$ cat src/hdl/alu_regs.svh
`ifndef ALU_REGS_SVH
`define ALU_REGS_SVH

// Positions of the status flags inside the flag vector
`define FLAG_C      0
`define FLAG_Z      1
`define FLAG_N      2
`define FLAG_V      3
`define FLAG_S      4
`define FLAG_H      5
`define FLAG_WIDTH  6

// Reset and constant values
`define FLAGS_RESET 6'h00
`define BYTE_ZERO   8'h00
`define BYTE_ONES   8'hFF
`define BYTE_ONE    8'h01
`define WORD_ZERO   16'h0000

`endif

$ cat src/hdl/alu_pkg.sv
package alu_pkg;

  typedef enum logic [4:0] {
    sum_regs,
    sum_carry_regs,
    word_sum_imm,
    difference_regs,
    difference_imm,
    difference_borrow_regs,
    difference_borrow_imm,
    word_difference_imm,
    conjunction_regs,
    conjunction_imm,
    disjunction_regs,
    disjunction_imm,
    xor_regs,
    bit_invert,
    arith_sign_flip,
    set_bits_imm,
    clear_bits_imm,
    plus_one,
    minus_one,
    test_zero_minus,
    zero_register,
    fill_ones,
    product_unsigned,
    product_signed,
    product_mixed_sign,
    fraction_product_unsigned,
    fraction_product_signed
  } alu_op_t;

  typedef enum logic {
    st_idle,
    st_finish
  } alu_state_t;

endpackage

$ cat src/hdl/byte_addsub.sv
// Eight-bit adder and subtractor with carry, half-carry and overflow
module byte_addsub (
  input  wire logic [7:0] op_a,
  input  wire logic [7:0] op_b,
  input  wire logic       carry_in,
  input  wire logic       subtract,
  output logic      [7:0] sum,
  output logic            carry_out,
  output logic            half_out,
  output logic            ovf_out
);

  logic [8:0] full;
  logic [4:0] nibble;

  // Subtraction reports a borrow, not an inverted carry
  assign full      = subtract ? ({1'b0, op_a} - {1'b0, op_b} - {8'h00, carry_in})
                              : ({1'b0, op_a} + {1'b0, op_b} + {8'h00, carry_in});
  assign nibble    = subtract ? ({1'b0, op_a[3:0]} - {1'b0, op_b[3:0]} - {4'h0, carry_in})
                              : ({1'b0, op_a[3:0]} + {1'b0, op_b[3:0]} + {4'h0, carry_in});
  assign sum       = full[7:0];
  assign carry_out = full[8];
  assign half_out  = nibble[4];
  assign ovf_out   = subtract ? ((op_a[7] & ~op_b[7] & ~sum[7]) | (~op_a[7] & op_b[7] & sum[7]))
                              : ((op_a[7] & op_b[7] & ~sum[7]) | (~op_a[7] & ~op_b[7] & sum[7]));

endmodule // byte_addsub

$ cat src/hdl/mult_unit.sv
`include "alu_regs.svh"
// Registered 8x8 multiplier, signed or unsigned per operand
module mult_unit (
  input  wire logic        ref_clk,
  input  wire logic        rst,
  input  wire logic        load,
  input  wire logic [7:0]  mcand,
  input  wire logic [7:0]  mplier,
  input  wire logic        signed_a,
  input  wire logic        signed_b,
  input  wire logic        fractional,
  output logic      [15:0] product,
  output logic             carry
);

  logic signed [8:0]  a_ext;
  logic signed [8:0]  b_ext;
  logic signed [17:0] raw;
  logic        [14:0] raw_low;
  logic               raw_top;

  // Ninth bit lets one multiplier serve all sign mixes
  assign a_ext   = {signed_a & mcand[7], mcand};
  assign b_ext   = {signed_b & mplier[7], mplier};
  assign raw     = a_ext * b_ext;
  assign raw_low = raw[14:0];
  assign raw_top = raw[15];

  always_ff @(posedge ref_clk) begin
    if (rst) begin
      product <= `WORD_ZERO;
      carry   <= 1'b0;
    end else if (load) begin
      product <= fractional ? {raw_low, 1'b0} : raw[15:0];
      carry   <= raw_top;
    end
  end
endmodule // mult_unit

$ cat src/hdl/arith_logic_multiply_unit.sv
// Operation
// - register sums write dst+src(+carry), one cycle
// - word sum adds constant to pair, two cycles
// - register difference writes dst minus src
// - constant difference writes dst minus constant
// - register borrow difference subtracts src and carry
// - constant borrow difference subtracts constant and carry
// - word difference subtracts constant, two cycles
// - register AND, flags Z N V only
// - constant AND, flags Z N V only
// - OR with register or constant, Z N V
// - XOR of registers, flags Z N V
// - invert is FF-dst; sign flip 00-dst
// - set bits ORs a mask, Z N V
// - clear bits ANDs with inverted mask
// - plus/minus one keep carry, Z N V
// - test ANDs dst with itself
// - zero register XORs; fill ones keeps flags
// - products go to R1:R0, Z C, two cycles
// - unsigned fractional product shifted left once
// - signed fractional product shifted left once
`include "alu_regs.svh"
module arith_logic_multiply_unit (
  input  wire logic           ref_clk,
  input  wire logic           rst,
  input  wire logic           start,
  input  alu_pkg::alu_op_t    op,
  input  wire logic [7:0]     dst_val,
  input  wire logic [7:0]     dst_hi_val,
  input  wire logic [7:0]     src_val,
  input  wire logic [7:0]     imm_val,
  output logic      [7:0]     result_lo,
  output logic      [7:0]     result_hi,
  output logic                wr_lo,
  output logic                wr_hi,
  output logic                pair_r1r0,
  output logic                done,
  output logic                busy,
  output logic      [5:0]     flags
);

  alu_pkg::alu_state_t state;
  alu_pkg::alu_op_t    cur_op;

  logic        accept;
  logic        carry_in;
  logic        is_word;
  logic        is_mul;
  logic        is_sign_flip;
  logic        adder_op;
  logic        uses_imm;
  logic        step_op;
  logic        do_sub;
  logic        use_cin;
  logic [7:0]  add_a;
  logic [7:0]  add_b;
  logic        add_cin;
  logic [7:0]  add_r;
  logic        add_c;
  logic        add_h;
  logic        add_v;
  logic [7:0]  single_res;
  logic [5:0]  single_flags;
  logic [15:0] word_in;
  logic        word_sub;
  logic [15:0] word_r;
  logic        word_v;
  logic        word_c;
  logic [5:0]  word_flags;
  logic [15:0] word_hold;
  logic [5:0]  word_flags_hold;
  logic        mul_signed_a;
  logic        mul_signed_b;
  logic        mul_frac;
  logic [15:0] product;
  logic        product_c;
  logic [5:0]  mul_flags;

  function automatic logic is_zero8(input logic [7:0] r);
    return r == `BYTE_ZERO;
  endfunction

  // Z, N set from result; V cleared; others untouched
  function automatic logic [5:0] logic_flags(input logic [5:0] old, input logic [7:0] r);
    logic [5:0] f;
    f          = old;
    f[`FLAG_Z] = is_zero8(r);
    f[`FLAG_N] = r[7];
    f[`FLAG_V] = 1'b0;
    return f;
  endfunction

  function automatic logic [5:0] step_flags(input logic [5:0] old, input logic [7:0] r,
                                            input logic v);
    logic [5:0] f;
    f          = logic_flags(old, r);
    f[`FLAG_V] = v;
    return f;
  endfunction

  function automatic logic [5:0] arith_flags(input logic [5:0] old, input logic [7:0] r,
                                             input logic c, input logic v, input logic h);
    logic [5:0] f;
    f          = step_flags(old, r, v);
    f[`FLAG_C] = c;
    f[`FLAG_H] = h;
    return f;
  endfunction

  assign accept   = start && !busy;
  assign carry_in = flags[`FLAG_C];
  assign is_word  = op inside {alu_pkg::word_sum_imm, alu_pkg::word_difference_imm};
  assign is_mul   = op inside {alu_pkg::product_unsigned, alu_pkg::product_signed,
                               alu_pkg::product_mixed_sign, alu_pkg::fraction_product_unsigned,
                               alu_pkg::fraction_product_signed};

  // Shared byte adder operand selection
  assign is_sign_flip = op == alu_pkg::arith_sign_flip;
  assign uses_imm     = op inside {alu_pkg::difference_imm, alu_pkg::difference_borrow_imm};
  assign step_op      = op inside {alu_pkg::plus_one, alu_pkg::minus_one};
  assign do_sub       = op inside {alu_pkg::difference_regs, alu_pkg::difference_imm,
                                   alu_pkg::difference_borrow_regs, alu_pkg::difference_borrow_imm,
                                   alu_pkg::arith_sign_flip, alu_pkg::minus_one};
  assign use_cin      = op inside {alu_pkg::sum_carry_regs, alu_pkg::difference_borrow_regs,
                                   alu_pkg::difference_borrow_imm};
  assign add_a        = is_sign_flip ? `BYTE_ZERO : dst_val;
  assign add_b        = is_sign_flip ? dst_val : step_op ? `BYTE_ONE : uses_imm ? imm_val : src_val;
  assign add_cin      = use_cin & carry_in;

  byte_addsub u_addsub (
    .op_a      (add_a),
    .op_b      (add_b),
    .carry_in  (add_cin),
    .subtract  (do_sub),
    .sum       (add_r),
    .carry_out (add_c),
    .half_out  (add_h),
    .ovf_out   (add_v)
  );

  always_comb begin
    single_res = dst_val;
    case (op)
      alu_pkg::sum_regs, alu_pkg::sum_carry_regs, alu_pkg::difference_regs,
      alu_pkg::difference_imm, alu_pkg::difference_borrow_regs,
      alu_pkg::difference_borrow_imm, alu_pkg::arith_sign_flip,
      alu_pkg::plus_one, alu_pkg::minus_one: single_res = add_r;
      alu_pkg::conjunction_regs: single_res = dst_val & src_val;
      alu_pkg::conjunction_imm:  single_res = dst_val & imm_val;
      alu_pkg::disjunction_regs:                       single_res = dst_val | src_val;
      alu_pkg::disjunction_imm, alu_pkg::set_bits_imm: single_res = dst_val | imm_val;
      alu_pkg::xor_regs:        single_res = dst_val ^ src_val;
      alu_pkg::bit_invert:      single_res = `BYTE_ONES - dst_val;
      alu_pkg::clear_bits_imm:  single_res = dst_val & (`BYTE_ONES - imm_val);
      alu_pkg::test_zero_minus: single_res = dst_val & dst_val;
      alu_pkg::zero_register:   single_res = dst_val ^ dst_val;
      alu_pkg::fill_ones:       single_res = `BYTE_ONES;
      default:                  single_res = dst_val;
    endcase
  end

  // ops that take all adder flags
  assign adder_op     = op inside {alu_pkg::sum_regs, alu_pkg::sum_carry_regs,
                                   alu_pkg::difference_regs, alu_pkg::difference_imm,
                                   alu_pkg::difference_borrow_regs,
                                   alu_pkg::difference_borrow_imm, alu_pkg::arith_sign_flip};

  assign single_flags = adder_op ? arith_flags(flags, add_r, add_c, add_v, add_h)
                      : step_op ? step_flags(flags, add_r, add_v)
                      : (op == alu_pkg::bit_invert)
                        ? arith_flags(flags, single_res, 1'h1, 1'h0, flags[`FLAG_H])
                      : (op == alu_pkg::fill_ones) ? flags
                      : logic_flags(flags, single_res);

  assign word_in  = {dst_hi_val, dst_val};
  assign word_sub = op == alu_pkg::word_difference_imm;
  assign word_r   = word_sub ? (word_in - {8'h00, imm_val}) : (word_in + {8'h00, imm_val});
  assign word_v   = word_sub ? (dst_hi_val[7] & ~word_r[15]) : (~dst_hi_val[7] & word_r[15]);
  assign word_c   = word_sub ? (word_r[15] & ~dst_hi_val[7]) : (~word_r[15] & dst_hi_val[7]);

  always_comb begin
    word_flags          = flags;
    word_flags[`FLAG_Z] = word_r == `WORD_ZERO;
    word_flags[`FLAG_C] = word_c;
    word_flags[`FLAG_N] = word_r[15];
    word_flags[`FLAG_V] = word_v;
    word_flags[`FLAG_S] = word_r[15] ^ word_v;
  end

  assign mul_signed_a = op inside {alu_pkg::product_signed, alu_pkg::product_mixed_sign,
                                   alu_pkg::fraction_product_signed};
  assign mul_signed_b = op inside {alu_pkg::product_signed, alu_pkg::fraction_product_signed};
  assign mul_frac     = op inside {alu_pkg::fraction_product_unsigned,
                                   alu_pkg::fraction_product_signed};

  mult_unit u_mult (
    .ref_clk    (ref_clk),
    .rst        (rst),
    .load       (accept && is_mul),
    .mcand      (dst_val),
    .mplier     (src_val),
    .signed_a   (mul_signed_a),
    .signed_b   (mul_signed_b),
    .fractional (mul_frac),
    .product    (product),
    .carry      (product_c)
  );

  always_comb begin
    mul_flags          = flags;
    mul_flags[`FLAG_Z] = product == `WORD_ZERO;
    mul_flags[`FLAG_C] = product_c;
  end

  // Requests while busy are dropped, not queued
  always_ff @(posedge ref_clk) begin
    if (rst) begin
      state           <= alu_pkg::st_idle;
      cur_op          <= alu_pkg::sum_regs;
      result_lo       <= `BYTE_ZERO;
      result_hi       <= `BYTE_ZERO;
      wr_lo           <= 1'b0;
      wr_hi           <= 1'b0;
      pair_r1r0       <= 1'b0;
      done            <= 1'b0;
      busy            <= 1'b0;
      flags           <= `FLAGS_RESET;
      word_hold       <= `WORD_ZERO;
      word_flags_hold <= `FLAGS_RESET;
    end else begin
      wr_lo <= 1'b0;
      wr_hi <= 1'b0;
      done  <= 1'b0;
      case (state)
        alu_pkg::st_idle: begin
          if (accept) begin
            cur_op <= op;
            if (is_word || is_mul) begin
              state           <= alu_pkg::st_finish;
              busy            <= 1'b1;
              word_hold       <= word_r;
              word_flags_hold <= word_flags;
            end else begin
              result_lo <= single_res;
              flags     <= single_flags;
              pair_r1r0 <= 1'b0;
              wr_lo     <= 1'b1;
              done      <= 1'b1;
            end
          end
        end
        alu_pkg::st_finish: begin
          state     <= alu_pkg::st_idle;
          busy      <= 1'b0;
          wr_lo     <= 1'b1;
          wr_hi     <= 1'b1;
          done      <= 1'b1;
          pair_r1r0 <= cur_op != alu_pkg::word_sum_imm && cur_op != alu_pkg::word_difference_imm;
          if (cur_op == alu_pkg::word_sum_imm || cur_op == alu_pkg::word_difference_imm) begin
            {result_hi, result_lo} <= word_hold;
            flags                  <= word_flags_hold;
          end else begin
            {result_hi, result_lo} <= product;
            flags                  <= mul_flags;
          end
        end
        default: begin
          state <= alu_pkg::st_idle;
          busy  <= 1'b0;
        end
      endcase
    end
  end
endmodule // arith_logic_multiply_unit

$ cat config.mk
export PLATFORM = sky130hd
export DESIGN_NAME = arith_logic_multiply_unit
export DESIGN_NICKNAME = d
export VERILOG_FILES = /design/src/hdl/alu_pkg.sv /design/src/hdl/byte_addsub.sv /design/src/hdl/mult_unit.sv /design/src/hdl/arith_logic_multiply_unit.sv
export VERILOG_INCLUDE_DIRS = /design/src /design/src/hdl
export SDC_FILE = /design/constraint.sdc
export NUM_CORES = 1
export LEC_CHECK = 0
export BUFFER_PORTS_ARGS = -buffer_cell sky130_fd_sc_hd__clkbuf_2
export CAP_MARGIN = 30
export CORE_ASPECT_RATIO = 2
export CORE_MARGIN = 3
export CORE_UTILIZATION = 60
export DETAILED_ROUTE_END_ITERATION = 12
export HOLD_SLACK_MARGIN = 0.12
export MAX_ROUTING_LAYER = met4
export PLACE_DENSITY = 0.87
export REMOVE_ABC_BUFFERS = 1
export SYNTH_ARGS = -nofsm -noshare
export SYNTH_HDL_FRONTEND = slang
export SYNTH_SLANG_ARGS = --single-unit
$ cat constraint.sdc
create_clock -name ref_clk -period 7.15 [get_ports ref_clk]
set_clock_uncertainty 0.05 [all_clocks]
set_input_delay 0.3575 -clock ref_clk [delete_from_list [all_inputs] [get_ports ref_clk]]
set_output_delay 0.3575 -clock ref_clk [all_outputs]
set_load 0.02 [all_outputs]
Word-level counts from Yosys, hierarchy flattened. Index checks and enable logic that the tools add are counted.

Bits in latches: 0. ROM bits: 0. Register bits after elaboration: 71. Bits in writable memories: 0. Input bits: 40. Output and inout port bits: 27. Memories kept: 0.

Shift operators: 0. $lt $le $gt $ge: 0. Bitwise logic cells: 30. Equal/unequal tests: 38. $add $sub $neg: 12. Mux-type cells: 38. Reductions and logical operators: 32. Multiply operators: 1. Div/mod/pow operators: 0.

Operators with widths (number): $pmux 8 s11 (1); $mux 8 (8); $eq 5x5->1 const B (11); $eq 5x4->1 const B (8); $and 8x8->8 (4); $logic_not 16->1 (2); $mux 16 (2); $eq 5x3->1 const B (5); $mux 6 (4); $add 16x8->16 (1); $logic_not 8->1 (2); $mul 9x9->16 (1); $or 8x8->8 (2); $pmux 8 s2 (1); $sub 16x8->16 (1); $sub 8x8->8 const A (2); $xor 8x8->8 (2); $eq 5x2->1 const B (3); $and 1x1->1 (13); $mux 1 (12); $mux 4 (3); $pmux 6 s2 (1); $reduce_and 4->1 (3); $reduce_bool 2->1 (5); other kinds (33) (54).

Depth between registers and ports, before layout. Gate-level depths: netlist of the first run.

Depth after elaboration: 17. Gate-level depth with buffers: 25. Gate-level depth less buffers: 22.

Cells and area by module. Synthesis of the first run repeated with hierarchy kept, for this count alone.

Cells, all modules: 1177. Area, all modules: 9415.3 um2.

Modules (own cells, without submodules): arith_logic_multiply_unit (area an instance 4918.5 um2, cells each 654, times used 1); mult_unit (area an instance 3510.9 um2, cells each 393, times used 1); byte_addsub (area an instance 985.9 um2, cells each 130, times used 1).

Worst setup path after synthesis of the first run. OpenSTA, ideal clock, no wires.

Kind: in2reg. Start point: in op[4]. End point: reg u_mult.product[15]. Data arrival time: 5.992 ns. Path buffers: 4. Setup slack: 1.023 ns. Data required time: 7.014 ns. Stages: 24. Cells stage by stage: buf_2 -> buf_2 -> buf_1 -> nor2b_1 -> and2_0 -> clkbuf_1 -> nand2_1 -> fa_1 -> fa_1 -> inv_1 -> fa_1 -> fa_1 -> inv_1 -> fa_1 -> inv_1 -> ha_1 -> a21oi_1 -> nor2b_1 -> o21a_1 -> o41ai_1 -> o21ai_0 -> xor2_1 -> mux2i_1 -> a211oi_1.

Word-level cells in the longest chain between the ends: 5.

RTL lines: from (decl) (line arith_logic_multiply_unit.sv:27) `input alu_pkg::alu_op_t op,`; $eq 5x5->1, on equally long branches (line arith_logic_multiply_unit.sv:113, arith_logic_multiply_unit.sv:190, arith_logic_multiply_unit.sv:192); $reduce_bool 3->1 / $reduce_bool 2->1 (equally long branches) (line arith_logic_multiply_unit.sv:190, arith_logic_multiply_unit.sv:192); $and 1x1->1, on equally long branches (line mult_unit.sv:23, mult_unit.sv:24); $mul 9x9->16 (line mult_unit.sv:25) `assign raw = a_ext * b_ext;`; $mux 16 (line mult_unit.sv:34) `product <= fractional ? {raw_low, 1'b0} : raw[15:0];`; to (signal assigned) (line mult_unit.sv:31) `` product <= `WORD_ZERO; ``; to (signal assigned) (line mult_unit.sv:34); to (decl) (line mult_unit.sv:12) `output logic [15:0] product,`.

Parallel ways exist; a longest one is shown, timed or not. A chain may end at the register's enable or synchronous reset.

Worst setup path in the final report of the first run.
Start point: in op[3]. End point: reg u_mult.product[14].

The elaborated chain is that of the path after synthesis.

==> results of run 1 <==
-- worst max-delay path: stages --
cell	delay [ps]
clkbuf_2	160
and2b_1	260
a22oi_1	100
nor2b_1	150
buf_4	170
and2_0	260
nand2_1	170
fa_1	490
fa_1	530
inv_1	60
fa_1	470
fa_1	540
inv_1	50
fa_1	520
inv_1	40
ha_1	320
inv_1	60
o21bai_1	80
a2111oi_0	580
o31ai_1	150
a21oi_1	190
xnor2_1	150
nand2_1	80
a311oi_1	280
-- metal layers --
layer	vias up	routed length (um)
met5	-	0
met4	0	2080
met3	130	1330
met2	365	14200
met1	4088	9330
li1	4003	-
-- how the worst min path moves through the flow --
stage,startpoint,end,slack (ps),depth (start not counted)
floorplan,word_flags_hold[3],word_flags_hold[3],370,2
global placement,word_flags_hold[3],word_flags_hold[3],390,2
detailed placement,word_hold[1],word_hold[1],400,2
CTS,op[0],cur_op[0],310,3
global route,op[0],cur_op[0],370,3
finish,op[0],cur_op[0],330,3
-- per-stage QoR --
step / instance area [um2] / util / power, mW
4_1_cts: 9720 / 0.666 / 1.94
2_1_floorplan: 8720 / - / 1.21
3_5_place_dp: 9420 / 0.646 / 1.48
6_report: 9720 / 0.666 / 1.94
5_1_grt: 9720 / 0.666 / 2.10
3_3_place_gp: 9390 / 0.644 / 1.43
-- Yosys cell counts (9+ instances only) --
cell,n
mux2i_1,37
o21ai_0,61
a311oi_1,16
and2_1,41
fa_1,68
xnor2_1,42
a21o_1,10
nand3_1,18
a21oi_1,74
clkbuf_1,54
xor2_1,9
dfxtp_1,70
inv_1,131
buf_2,14
nand2b_1,9
nand2_1,147
a211oi_1,21
nor2b_1,12
nor2_1,103
ha_1,79
nor3_1,14
-- final cells by class --
class | instances | area, um2 | area share
Clock buffer | 10 | 239 | 0.0246
Clock inverter | 6 | 61.3 | 0.00631
Inverter | 132 | 495 | 0.0510
Multi-Input combinational cell | 897 | 6830 | 0.703
Sequential cell | 70 | 1400 | 0.144
Tap cell | 192 | 240 | 0.0247
Timing Repair Buffer | 81 | 450 | 0.0464
-- flip-flops by register name (all words and copies together) (netlist names) --
name / flops
pair_r1r0: 1
flags: 6
word_hold: 15
done: 1
result_hi: 8
wr_hi: 1
busy: 1
u_mult.carry: 1
result_lo: 8
state: 1
cur_op: 5
u_mult.product: 16
word_flags_hold: 6
-- power groups by stage --
stage / Sequential (mW) / Clock [mW] / Combinational, mW
after floorplan: 0.446 / 0 / 0.764
final: 0.429 / 0.445 / 1.06
after global routing: 0.431 / 0.462 / 1.21
after CTS: 0.428 / 0.449 / 1.06
after detailed placement: 0.436 / 0 / 1.04
after global placement: 0.436 / 0 / 0.997
-- cell families (layout without fill, tap and decap cells) --
kind of cell	after synthesis	in the layout	synth area share
xor+xnor	52	52	0.0511
mux	42	42	0.0471
fa+ha+maj	147	147	0.260
simple gates	392	392	0.204
buf+inv	209	229	0.0911
compound gates	264	264	0.192
flops	70	70	0.155
==> metrics.csv, run 1 <==
metric,value,unit
outcome,completed,
Yosys cell types,77,
switch share,0.414,
synth top area cells,"dfxtp_1 (15%), fa_1 (15%), ha_1 (11%)",
clock transition at the registers of the reported paths,60,ps
max-slew violations,0,
All-Layer GR Usage,0.337,
period utilization,0.846,
Post-DRT Antenna Nets,0,
Post-CTS Resized,0,
Critical Path Start Type,input pin,
Skew-Pair Late Insertion Delay,340,ps
die area,16700,um2
Fmax,165,MHz
r2r endpoint,flags[1],
grt ovf,0,
Switch Pwr,802,uW
first-pass GRT wire length,43300,um
share of cells above drive strength 1,0.0987,
syn avg cell area,7.70,um2
worst setup path endpoint,u_mult.product[14],
DRT Wirelength,26900,um
DRC Markers,0,
TNS Setup,0,ps
Comb power frac,0.549,
final worst path period need,6050,ps
DP Worst Slack,765,ps
synthesis-to-layout area growth,7.31,%
Die Span X,92.9,um
Power Dens Cells,199,nW/um2
sequential share of power,0.221,
setup ws final,1100,ps
"EDFF count, synth",0,
Min Hold Slack,325,ps
worst reg2reg path startpoint,flags[0],
Worst Reg-to-Reg Cells,14,
Worst-Margin Slew,1040,ps
n_diodes,0,
launch point of the worst path,op[3],
Initial Util,0.621,
postcts setup bufs,0,
initial antenna violation count,0,
H-tree level count,3,
core area,14600,um2
global-route track usage on met3,0.0356,
CP Data Required Time,7340,ps
Pint,1.13,mW
met1 Use GR,0.339,
largest net degree at the start of global routing,74,
Max VDD drop,114,uV
Ports,67,
crit-path max FO,11,
number of synthesis warnings,0,
Syn Inst Count,1176,
final net count,1378,
Clk network pwr share,0.230,
Critical Path Sink Type,flop,
CTS tree,done,
max cap viols,0,
Via density,6.19,
RSZ-0062 raised after global routing,false,
clk buf depth,2,
vias after detailed routing,8586,
count of final hold-check violations,0,
hold_buf cts,0,
largest area contributor in the netlist,dfxtp_1,
Most used DFF post-synth,dfxtp_1,
sequential fraction of the synthesis area,0.155,
gp weighted congestion,1.06,
LEAKAGE,4.39,nW
fillcell total,1281,
busiest grt layer,met2,
arrival time at the worst endpoint,6240,ps
Placed Cells,1372,
Num CTS Buffers,9,
vias in the first global route,8837,
HPWL Detailed,21100,um
met2 Resource Use GR,0.591,
die height,180,um
CTS sink count,70,
first-iteration detailed-routing DRC count,468,
area share of the largest cell type after synthesis,0.155,
FF-to-FF setup slack,3660,ps
# setup viols final,0,
Min-Delay Path Class,in2reg,
most frequent cells in the layout,"nand2_1 (147), inv_1 (131), nor2_1 (103)",
Seq cells post-synth,70,
max_slew headroom,0.305,
Rows,62,
Finished Layout Cells,1388,
drt first pass iters,9,
CTS root buf,clkbuf_16,
synthesized area,9050,um2
Port Buffers,66,
drt wl/cell,19.4,um
"most common cell after layout, fill and taps aside",nand2_1,
worst setup path category,in2reg,
"FFs w/ async S/R, synth",0,
No activity file was read; power rests on OpenSTA's default activity.
==> inputs of run 2 (changes only) <==
CORE_UTILIZATION = 57   (was 60)
PLACE_DENSITY = 0.86   (was 0.87)
clock period = 4.94 ns   (was 7.15 ns; I/O delays follow)
==> metrics.csv, run 2 (synthesis results as in run 1) <==
metric,value,unit,change
DRT Wirelength,27800,um,+3.5%
biggest regs,"u_mult.product: 16 flops, word_hold: 15 flops",,
initial antenna violation count,0,,unchanged
largest net degree at the start of global routing,74,,unchanged
n_diodes,0,,unchanged
post-route cell area,10400,um2,+7.1%
max-slew violations,0,,unchanged
Worst-Margin Slew,851,ps,-188 ps
Num CTS Buffers,9,,unchanged
All-Layer GR Usage,0.332,,-0.00539
hold_buf cts,0,,unchanged
register area,1400,um2,unchanged
Max VDD drop,217,uV,+90%
Die Span X,95.1,um,+2.4%
Finished Layout Cells,1462,,+5.3%
DRC Markers,0,,unchanged
Placed Cells,1443,,+5.2%
most frequent cells in the layout,"nand2_1 (145), inv_1 (129), nor2_1 (103)",,
outcome,finished with violations,,
CTS sink count,70,,unchanged
first-pass GRT wire length,43700,um,+0.94%
vias after detailed routing,8934,,+4.1%
HPWL Detailed,21800,um,+3.2%
setup ws final,-325,ps,-1420 ps
Min-Delay Path Class,in2reg,,
first-iteration detailed-routing DRC count,674,,+44%
Skew-Pair Late Insertion Delay,330,ps,about the same
RSZ-0062 raised after global routing,true,,
CP Data Required Time,5130,ps,-2210 ps
max cap viols,0,,unchanged
LEAKAGE,4.79,nW,+9.0%
Post-DRT Antenna Nets,0,,unchanged
worst setup path category,in2reg,,
synthesis-to-layout area growth,15.0,%,
grt ovf,0,,unchanged
placed inst area,9920,um2,+5.4%
Rows,64,,+3.2%
count of final hold-check violations,0,,unchanged
share of cells above drive strength 1,0.162,,+0.0635
gp weighted congestion,1.06,,-0.29%
DP Worst Slack,-1020,ps,-1780 ps
Fmax,190,MHz,
period utilization,1.07,,
Via density,6.11,,-1.2%
Ports,67,,unchanged
CTS root buf,clkbuf_16,,
crit-path max FO,3,,-8
clk buf depth,2,,unchanged
clock transition at the registers of the reported paths,50,ps,about the same
Critical Path Sink Type,flop,,
Largest register FFs,16,,unchanged
Initial Util,0.586,,-0.0350
Port Buffers,66,,unchanged
final net count,1446,,+4.9%
# setup viols final,5,,+5
Min Hold Slack,302,ps,-23.0 ps
vias in the first global route,8881,,+0.50%
die area,17500,um2,+5.0%
Power Dens Cells,312,nW/um2,+57%
CTS tree,done,,
core area,15500,um2,+6.0%
Critical Path Start Type,input pin,,
"most common cell after layout, fill and taps aside",nand2_1,,
Reg with most FFs,u_mult.product,,
Multi-input gate area,6980,um2,+2.2%
H-tree level count,3,,unchanged
arrival time at the worst endpoint,5450,ps,-790 ps
max_slew headroom,0.433,,+0.128
fillcell total,1281,,unchanged
drt first pass iters,5,,-4
drt wl/cell,19.0,um,-1.7%
die height,184,um,+2.5%
failing checks,negative setup slack,,
final worst path period need,5270,ps,
==> run 2: cell types whose count changed in the layout (fill, tap and decap cells not counted), moves of 2 or more <==
cell / previous run / this run
a21oi_1: 74 / 71
a21oi_4: 0 / 2
and2_4: 0 / 2
buf_4: 14 / 81
ha_1: 79 / 76
ha_4: 0 / 3
inv_1: 131 / 129
inv_2: 0 / 2
nand2_1: 147 / 145
xnor2_1: 42 / 40
xnor2_2: 0 / 2
==> run 2: worst paths after layout <==
| check | to | cells past startpoint | startpoint | slack (ps) |
|---|---|---|---|---|
| min reg2reg | pair_r1r0 | 2 | pair_r1r0 | 400 |
| max reg2reg | flags[1] | 13 | flags[0] | 1640 |
| min | word_flags_hold[3] | 4 | dst_hi_val[7] | 300 |
| max | u_mult.product[14] | 22 | op[3] | -330 |
==> run 2: through the flow <==
| step | setup TNS (ps) | util | total power [mW] |
|---|---|---|---|
| 6_report | -1270 | 0.673 | 3.25 |
| 5_1_grt | -2420 | 0.673 | 3.46 |
| 4_1_cts | -767 | 0.670 | 3.12 |
| 3_5_place_dp | -6160 | 0.642 | 2.31 |
| 3_3_place_gp | -5460 | 0.640 | 2.26 |
| 2_1_floorplan | -3220 | - | 1.75 |
==> run 2: repair_timing <==
action,CTS,global route
buffers inserted,2,2
endpoints found under the setup margin,8,7
pin swaps,21,13
resized for setup,23,6
==> run 2: layer usage <==
metal / part of all wire / GRT usage / wire length (um) / vias to the layer above
met5: 0 / - / 0 / -
met4: 0.088 / 0.244 / 2460 / 0
met3: 0.056 / 0.0347 / 1570 / 153
met2: 0.52 / 0.571 / 14500 / 428
met1: 0.33 / 0.339 / 9310 / 4199
li1: - / - / - / 4154
==> run 2: power breakdown <==
group	switching [mW]	internal, mW
clock network	0.225	0.415
logic	1.09	0.904
registers	0.0221	0.598
==> run 2: area by class of cell <==
class | instances | area share
multi-input combinational | 897 | 0.670
sequential | 70 | 0.135
timing repair buffer | 149 | 0.0948
inverter | 132 | 0.0476
clock buffer | 12 | 0.0246
tap | 198 | 0.0238
clock inverter | 4 | 0.00433
==> run 2: critical path, cell delays in order <==
cell and delay, ps:
buf_6 90, and2b_1 210, a22o_1 150, nand4_1 230, nand2b_4 230, fa_1 510, fa_1 520, inv_1 50
fa_1 460, fa_1 500, inv_1 50, fa_1 510, inv_2 50, ha_4 230, inv_1 70, o21bai_2 90
a2111oi_4 450, o31ai_4 80, a21oi_2 210, xnor2_2 160, nand2_1 100, a311oi_1 250
